--- config.mk ---
export PLATFORM = sky130hd
export DESIGN_NAME = fault_trap_unit
export DESIGN_NICKNAME = d
export VERILOG_FILES = /design/src/fault_trap_pkg.sv /design/src/fault_trap_unit.sv /design/src/sticky_flags.sv
export VERILOG_INCLUDE_DIRS = /design/src /design/src/src
export SDC_FILE = /design/constraint.sdc
export NUM_CORES = 1
export LEC_CHECK = 0
export BUFFER_PORTS_ARGS = -buffer_cell sky130_fd_sc_hd__buf_2
export CAP_MARGIN = 20
export CORE_ASPECT_RATIO = 0.7
export CORE_MARGIN = 8
export CORE_UTILIZATION = 55
export CTS_CLUSTER_SIZE = 30
export DETAILED_ROUTE_END_ITERATION = 10
export MAX_ROUTING_LAYER = met4
export PLACE_DENSITY = 0.84
export SLEW_MARGIN = 20
export SYNTH_ARGS = -nofsm -noshare
export SYNTH_HDL_FRONTEND = slang
export SYNTH_HIERARCHICAL = 1
export SYNTH_SLANG_ARGS = --single-unit
--- constraint.sdc ---
create_clock -name clock -period 2.61 [get_ports clock]
set_input_delay 0 -clock clock [delete_from_list [all_inputs] [get_ports clock]]
set_output_delay 0 -clock clock [all_outputs]
set_load 0.03 [all_outputs]
--- src/fault_trap_cfg.svh ---
/*
  Constants for the fault and user trap unit: register offsets, field
  positions, reset values and vector ranges.
  Assumes it is included by bare name before any module that uses it.
*/
`ifndef FAULT_TRAP_CFG_SVH
`define FAULT_TRAP_CFG_SVH

// ==========================================================================
// Register offsets (byte addresses on the 32-bit register port)
`define OFF_CTRL        8'h00
`define OFF_FAULT_FLAG  8'h04
`define OFF_HANDLER     8'h08
`define OFF_STATUS      8'h0C

// ==========================================================================
// Field positions
`define CTRL_HALT_BIT   1
`define FF_MCHECK       0
`define FF_BAD_MEM      1
`define FF_BAD_REG_ID   2
`define FF_BAD_REG_VAL  3
`define FF_BAD_OP_VAL   4
`define FF_SOFTWARE_TRAP_INSTRUCTION_FAULT   13
`define FF_ID_LSB       24
`define ST_HALTED_BIT   0
`define ST_HANDLER_BIT  1

// ==========================================================================
// Reset values
`define CTRL_RESET      1'b0
`define HANDLER_RESET   32'h0000_0000

// ==========================================================================
// User-configurable vector range
`define USER_FIRST      8'h20
`define USER_LAST       8'h7F
`define USER_COUNT      96

`endif

--- src/fault_trap_pkg.sv ---
/*
  Types for the fault and user trap unit.
  Assumes fault_trap_cfg.svh is compiled in the same unit.
*/
`include "fault_trap_cfg.svh"

package fault_trap_pkg;

  // ========================================================================
  // Execution mode of the core as seen by the fault logic
  typedef enum logic [1:0] {
    MODE_RUN,
    MODE_HANDLER,
    MODE_HALT
  } mode_t;

  // ========================================================================
  // State of the main module, except the fault flags held in sticky_flags
  typedef struct packed {
    mode_t                   mode;
    logic                    haltOnFault;
    logic [31:0]             handlerAddr;
    logic [7:0]              faultId;
    logic [`USER_COUNT-1:0]  vecValid;
    logic [`USER_COUNT-1:0]  vecBoth;
    logic [31:0]             rdData;
    logic                    trapTake;
    logic [6:0]              trapIdx;
    logic                    trapDenied;
    logic                    dispatch;
    logic                    restart;
  } trap_state_t;

endpackage : fault_trap_pkg

--- src/fault_trap_unit.sv ---
/*
  Fault recording and user trap validation inside the core.
  Assumes decoder, memory interface and privilege inputs share the core
  clock and that CPU restart drives resetn.
*/
// Chosen here: the strobed register port and the address map.
// Functional notes
// - Vectors 32 to 127, 96 of them, are the user-configurable traps.
// - Only privilege 0 code may install a user trap, which is taken on a matching trap number.
// - Privilege 1 code may take a user trap only if its entry allows both levels.
// - A fault while the control halt bit is set halts the core until restart.
// - A fault that is not handled halts the core until restart.
// - Bit 0 records a machine check: bus failure, unrecoverable state or bad base task.
// - Bit 1 records an invalid memory operand of a memory instruction.
// - Bit 2 records a nonexistent register named by a valid opcode.
// - Bit 3 records an unexpected value written to a register.
// - Bit 4 records an operand value the instruction cannot process, such as entry above 127.
// - A fault during a built-in handler sets bit 13 and stores the handler id in byte 3.
// - On handler return the faulting instruction is restarted.
`include "fault_trap_cfg.svh"

module fault_trap_unit
  import fault_trap_pkg::*;
(
  input  wire logic        clock,            // Core clock, 200 MHz
  input  wire logic        resetn,           // Sync reset, CPU restart
  input  wire logic [7:0]  regAddr,          // Register byte address
  input  wire logic [31:0] regWrData,        // Register write data
  input  wire logic        regWr,            // Register write strobe
  input  wire logic        regRd,            // Register read strobe
  output logic      [31:0] regRdData,        // Read data, cycle after strobe
  input  wire logic        privLevel,        // Current privilege, 1 = level 1
  input  wire logic        trapReq,          // Trap instruction executed
  input  wire logic [7:0]  trapNum,          // Trap operand
  input  wire logic        vecWrReq,         // Vector modification request
  input  wire logic [7:0]  vecWrNum,         // Entry to modify
  input  wire logic        vecWrAllowBoth,   // Entry allows both levels
  input  wire logic        busFail,          // System bus failure
  input  wire logic        unrecoverable,    // Unrecoverable state found
  input  wire logic        baseTaskBad,      // Base task not privilege 0
  input  wire logic        badMemOperand,    // Invalid memory operand
  input  wire logic        badRegId,         // Nonexistent register id
  input  wire logic        badRegValue,      // Unexpected register value
  input  wire logic        badOperandValue,  // Unprocessable operand
  input  wire logic        archHandlerBusy,  // Built-in handler running
  input  wire logic [7:0]  archHandlerId,    // Its interrupt id
  input  wire logic        handlerReturn,    // Fault handler returned
  output logic             trapTake,         // Take user trap, pulse
  output logic      [6:0]  trapVecIndex,     // Entry number of taken trap
  output logic             trapDenied,       // Trap refused, pulse
  output logic             faultDispatch,    // Enter fault handler, pulse
  output logic      [31:0] handlerAddr,      // Fault handler address
  output logic             restartReq,       // Restart faulting instr, pulse
  output logic             halted,           // Core halted
  output logic      [31:0] faultFlags        // Fault flag register view
);

  // ========================================================================
  // Fault detection
  trap_state_t st_reg;
  trap_state_t st_next;
  logic [5:0]  flagSet;
  logic [5:0]  flagClr;
  logic [5:0]  flagQ;
  logic        vecOver;
  logic        anyFault;
  logic        userTrap;
  logic [6:0]  trapEntry;
  logic [6:0]  wrEntry;
  logic        flagWr;

  assign vecOver  = vecWrReq && (vecWrNum > `USER_LAST);
  assign flagSet[0] = busFail | unrecoverable | baseTaskBad;
  assign flagSet[1] = badMemOperand;
  assign flagSet[2] = badRegId;
  assign flagSet[3] = badRegValue;
  assign flagSet[4] = badOperandValue | vecOver;
  assign anyFault   = |flagSet[4:0];
  assign flagSet[5] = anyFault && archHandlerBusy;

  assign flagWr        = regWr && (regAddr == `OFF_FAULT_FLAG);
  // Write one to clear; a new fault in the same cycle still sets the bit
  assign flagClr[4:0]  = flagWr ? regWrData[4:0] : 5'h00;
  assign flagClr[5]    = flagWr && regWrData[`FF_SOFTWARE_TRAP_INSTRUCTION_FAULT];

  sticky_flags #(
    .W (6)
  ) u_flags (
    .clock   (clock),
    .resetn  (resetn),
    .setBits (flagSet),
    .clrBits (flagClr),
    .flags   (flagQ)
  );

  assign userTrap  = (trapNum >= `USER_FIRST) && (trapNum <= `USER_LAST);
  assign trapEntry = 7'(trapNum - `USER_FIRST);
  assign wrEntry   = 7'(vecWrNum - `USER_FIRST);

  // ========================================================================
  // Next state
  always_comb begin
    st_next            = st_reg;
    st_next.trapTake   = 1'b0;
    st_next.trapDenied = 1'b0;
    st_next.dispatch   = 1'b0;
    st_next.restart    = 1'b0;

    // Register writes
    if (regWr) begin
      case (regAddr)
        `OFF_CTRL:    st_next.haltOnFault = regWrData[`CTRL_HALT_BIT];
        `OFF_HANDLER: st_next.handlerAddr = regWrData;
        default:      st_next.haltOnFault = st_reg.haltOnFault;
      endcase
    end

    // Interrupt id byte follows the bit 13 flag
    if (flagSet[5]) begin
      st_next.faultId = archHandlerId;
    end else if (flagClr[5]) begin
      st_next.faultId = 8'h00;
    end

    case (st_reg.mode)
      MODE_RUN: begin
        if (anyFault) begin
          // Machine check cannot be handled
          if (flagSet[0] || st_reg.haltOnFault) begin
            st_next.mode = MODE_HALT;
          end else begin
            st_next.mode     = MODE_HANDLER;
            st_next.dispatch = 1'b1;
          end
        end else begin
          if (vecWrReq && !privLevel && (vecWrNum >= `USER_FIRST) &&
              (vecWrNum <= `USER_LAST)) begin
            st_next.vecValid[wrEntry] = 1'b1;
            st_next.vecBoth[wrEntry]  = vecWrAllowBoth;
          end
          if (trapReq && userTrap) begin
            if (st_reg.vecValid[trapEntry] &&
                (!privLevel || st_reg.vecBoth[trapEntry])) begin
              st_next.trapTake = 1'b1;
              st_next.trapIdx  = trapEntry;
            end else begin
              st_next.trapDenied = 1'b1;
            end
          end
        end
      end
      MODE_HANDLER: begin
        if (anyFault) begin
          // A fault inside the handler has nowhere to go
          st_next.mode = MODE_HALT;
        end else if (handlerReturn) begin
          st_next.mode    = MODE_RUN;
          st_next.restart = 1'b1;
        end
      end
      MODE_HALT: begin
        st_next.mode = MODE_HALT;
      end
      default: begin
        st_next.mode = MODE_HALT;
      end
    endcase

    // Read data, valid only in the cycle after the strobe
    st_next.rdData = 32'h0000_0000;
    if (regRd) begin
      case (regAddr)
        `OFF_CTRL:       st_next.rdData[`CTRL_HALT_BIT] = st_reg.haltOnFault;
        `OFF_FAULT_FLAG: st_next.rdData = faultFlags;
        `OFF_HANDLER:    st_next.rdData = st_reg.handlerAddr;
        `OFF_STATUS: begin
          st_next.rdData[`ST_HALTED_BIT]  = (st_reg.mode == MODE_HALT);
          st_next.rdData[`ST_HANDLER_BIT] = (st_reg.mode == MODE_HANDLER);
        end
        default:         st_next.rdData = 32'h0000_0000;
      endcase
    end
  end

  // ========================================================================
  // State register
  always_ff @(posedge clock) begin
    if (!resetn) begin
      st_reg             <= '0;
      st_reg.mode        <= MODE_RUN;
      st_reg.haltOnFault <= `CTRL_RESET;
      st_reg.handlerAddr <= `HANDLER_RESET;
    end else begin
      st_reg <= st_next;
    end
  end

  // ========================================================================
  // Outputs
  always_comb begin
    faultFlags                    = 32'h0000_0000;
    faultFlags[4:0]               = flagQ[4:0];
    faultFlags[`FF_SOFTWARE_TRAP_INSTRUCTION_FAULT]    = flagQ[5];
    faultFlags[31:`FF_ID_LSB]     = st_reg.faultId;
  end

  assign regRdData     = st_reg.rdData;
  assign trapTake      = st_reg.trapTake;
  assign trapVecIndex  = st_reg.trapIdx;
  assign trapDenied    = st_reg.trapDenied;
  assign faultDispatch = st_reg.dispatch;
  assign restartReq    = st_reg.restart;
  assign handlerAddr   = st_reg.handlerAddr;
  assign halted        = (st_reg.mode == MODE_HALT);
endmodule : fault_trap_unit

--- src/sticky_flags.sv ---
/*
  Bank of sticky flags: a set wins over a clear in the same cycle.
  Assumes set and clear come from logic on the same clock.
*/
module sticky_flags #(
  parameter int W = 1
) (
  input  wire logic         clock,   // Core clock
  input  wire logic         resetn,  // Sync reset, active low
  input  wire logic [W-1:0] setBits, // Per-bit set pulse
  input  wire logic [W-1:0] clrBits, // Per-bit clear pulse
  output logic      [W-1:0] flags    // Held flags
);

  typedef struct packed {
    logic [W-1:0] flags;
  } flag_state_t;

  flag_state_t st_reg;
  flag_state_t st_next;

  always_comb begin
    st_next       = st_reg;
    st_next.flags = (st_reg.flags & ~clrBits) | setBits;
  end

  always_ff @(posedge clock) begin
    if (!resetn) begin
      st_reg <= '0;
    end else begin
      st_reg <= st_next;
    end
  end

  assign flags = st_reg.flags;

endmodule : sticky_flags

==> qor.csv <==
stage;metric;value;unit
yosys;synthSimpleGateAreaFrac;15.60;%
power_and_ir_drop;power_per_cell_area;600.3;nW/um^2
setup_path;cp_max_fo;5;
yosys;synth_adder_area_share;0;%
placement;globalplace.congestion;0.9004;
yosys;yosys-top-cells-area;dfxtp_1 (44%), a21boi_0 (7.7%), buf_4 (5.7%);
clock_network;clk-insertion-delay-late;0.55;ns
sta;transition_time_at_the_pin_with_the_least_slew_margin;1.006;ns
floorplan;die_area;28870;sq um
yosys;post-synth-top-count-cell;dfxtp_1;
yosys;yosys.area_share.xor_xnor;0;%
setup_path;critPathTopFamily;simple AND/OR/NAND/NOR gates;
sta;rsz0062_at_grt;false;
clock_network;cts.repair.resized;0;
clock_network;tritoncts_buffers;28;
detailed_routing;post-route-drc-count;0;
sta;min_period_over_period;95.24;%
yosys;synthesis.area;12990;sq um
sta;worst_slew_margin_rel;32.94;%
yosys;synth_enable_flop_cells;0;
yosys;synth-main-ff-cell;dfxtp_1;
sta;finalHoldViolations;0;
yosys;synth.cells.most_frequent;dfxtp_1 (284), nand2_1 (191), a21boi_0 (134);
floorplan;start_util;55.50;%
setup_path;worst_setup_path_start_kind;input port;
yosys;synth_cell_type_count;52;
detailed_routing;postRouteAntennaNets;0;
final_layout;largest_reg_flops;195;
setup_path;timing.critical_path.slowest_stage_cell;or4b_2;
sta;fin_setup_tns;0;ns
final_layout;layout-area-overhead-vs-synth;18.09;%
detailed_routing;vias_per_cell;5.663;
sta;worst_clock_skew;0.01337;ns
yosys;postSynthRegisterBits;284;
detailed_routing;route.vias.total;10658;
floorplan;top_level_ports;189;
setup_path;crit_path_cell_trace;dlygate4sd3_1, buf_2, nor3_1, nand4_1, or4b_2, dlygate4sd3_1, nor3b_1;
setup_path;rrSetupSlack;0.18;ns
grt;number_of_global_route_vias_before_repair;10404;
grt;global_route.overflow_total;0;
grt;grt_use_total;24.73;%
setup_path;nature_of_the_critical_path_endpoint;register;
yosys;netlist_instances;1392;
sta;setup_violations;0;
yosys;yosysWarnings;6;
floorplan;core_region_area;23400;sq um
setup_path;cp_slowest_stage_delay;0.74;ns
clock_network;clkSinkCount;284;
setup_path;worst_ep_arrival_time;2.95;ns
clock_network;clock_tree.root_cell;clkbuf_16;
setup_path;worst-endpoint-required;3.08;ns
final_layout;layout-drive-gt1-share;18.68;%
floorplan;rows;47;
yosys;synth-seq-area-share;43.77;%
floorplan;die_width;199.7;um
outcome;outcome;finished, final reports clean;
yosys;synth_top_family_by_area;compound AO/OA/AOI/OAI gates;
sta;fmaxAchievable;0.4023;GHz
yosys;avgSynthCellArea;9.332;sq um
detailed_routing;first_pass_iters;5;
placement;hpwlAfterDp;22730;um
clock_network;clk_transition_reported_paths;0.07;ns
sta;layout_min_cycle_time;2.486;ns
grt;grt_first_pass_wirelength;55830;um
detailed_routing;initialDrtViolationCount;914;
clock_network;maximum_buffer_depth_of_the_clock_tree;3;
sta;maxSlewViolCount;0;
final_layout;final_nets;1624;
setup_path;cp_common_cell;dlygate4sd3_1;
min_path;worst_hold_path_type;input port to register;
floorplan;die_height;144.6;um
power_and_ir_drop;power.static_leakage;0.006136;uW
clock_network;tritoncts_clock_tree;done;
detailed_routing;detail_route.wirelength;35860;um
run;max_cap_viol_count;0;
yosys;post-synth-top-area-cell;dfxtp_1;
grt;grt_max_degree;119;
power_and_ir_drop;irDropWorstVdd;0.0005160;V
setup_path;cp_num_buf_inv;3;
placement;port_buffers;170;
final_layout;final_util;65.54;%
yosys;synth_top_area_share;43.77;%
setup_path;class_of_the_most_critical_setup_path;input port to register;
clock_network;post-cts-setup-buffer-count;0;
yosys;area_fraction_in_compound_gates_after_synthesis;18.94;%
yosys;async_flop_share;0;%
yosys;muxShareOfSynthArea;11.33;%
grt;grt_antenna_before_repair;1;
clock_network;ctsHtreeMaxLevel;1;
detailed_routing;avgRoutedWirePerCell;19.06;um
-- what timing repair did --
action                                 in CTS  in global routing
setup endpoints to repair                   0                  0
endpoints found under the hold margin      68                  0
hold buffers                              102                  0
-- power breakdown --
group          internal (uW)  switching [uW]
logic                    264             395
clock network           2470            1720
registers               4350            13.0
-- path summary, 6_finish.rpt --
path	startpoint	endpoint	depth (start not counted)
max	busFail	trapDenied	7
min reg2reg	st_reg[142]	st_reg[142]	2
min	vecWrAllowBoth	st_reg[123]	3
max reg2reg	st_reg[114]	trapTake	8
-- layer usage --
layer / track usage, % / vias to the layer above / share of wire (%) / routed length (um)
met2: 38.07 / 464 / 47 / 16700
li1: - / 4972 / - / -
met5: - / - / 0 / 0
met4: 8.919 / 0 / 3.0 / 1089
met1: 32.58 / 5140 / 43 / 15480
met3: 4.255 / 82 / 7.2 / 2598
-- cell usage in the layout, fill, tap and decap left out, types with 12 or more instances in the layout --
cell type | synthesis | routed
a21boi_0 | 134 | 134
and2_1 | 25 | 25
mux4_1 | 13 | 13
dfxtp_1 | 284 | 284
buf_2 | 2 | 169
nand3_1 | 21 | 21
inv_1 | 20 | 20
a22oi_1 | 23 | 23
mux2i_1 | 60 | 60
nand2_1 | 191 | 191
nand2b_1 | 16 | 16
clkbuf_16 | 0 | 28
buf_4 | 99 | 23
a21oi_1 | 12 | 12
o21ai_0 | 81 | 81
nor2_1 | 107 | 107
mux4_2 | 20 | 20
nor2b_1 | 27 | 27
dlygate4sd3_1 | 0 | 102
o21a_1 | 86 | 86
conb_1 | 1 | 18
-- logic make-up (layout without fill, tap and decap cells) --
kind of cell           after synthesis  in the layout
AND/OR/NAND/NOR                    434            434
multiplexers                       100            100
AO/OA/AOI/OAI                      354            354
buffers and inverters              219            373
other                                1             19
flip-flops                         284            284
-- worst register-to-register path, cell delays in order (launching register included) --
cell	delay, ns
dfxtp_1	0.31
mux4_2	0.46
mux2_2	0.27
o311ai_1	0.26
a311oi_1	0.14
nor4b_2	0.48
nor3_4	0.09
buf_12	0.16
and2_1	0.15
-- stage by stage --
stage	instances	hold WS [ns]	area [sq um]	total power, uW	setup WS (ns)
after global routing	1882	0.04050	15340	9478	0.004780
after CTS	1881	0.007977	15340	9231	0.09201
after detailed placement	1729	0.2304	13360	5019	0.01202
after global placement	1729	0.2286	13360	5017	0.03074
after floorplan	1409	0.1175	13050	4877	0.5171
final	1882	0.02417	15340	9209	0.1243
-- layout make-up --
cell class | count | area, sq um
Clock buffer | 40 | 815.8
Fill cell | 1771 | 8065
Inverter | 22 | 82.58
Sequential cell | 284 | 5685
Antenna cell | 1 | 2.502
Multi-Input combinational cell | 906 | 6042
Tap cell | 318 | 397.9
Timing Repair Buffer | 301 | 2171
Clock inverter | 10 | 142.6
Power figures use the tool's default switching activity.
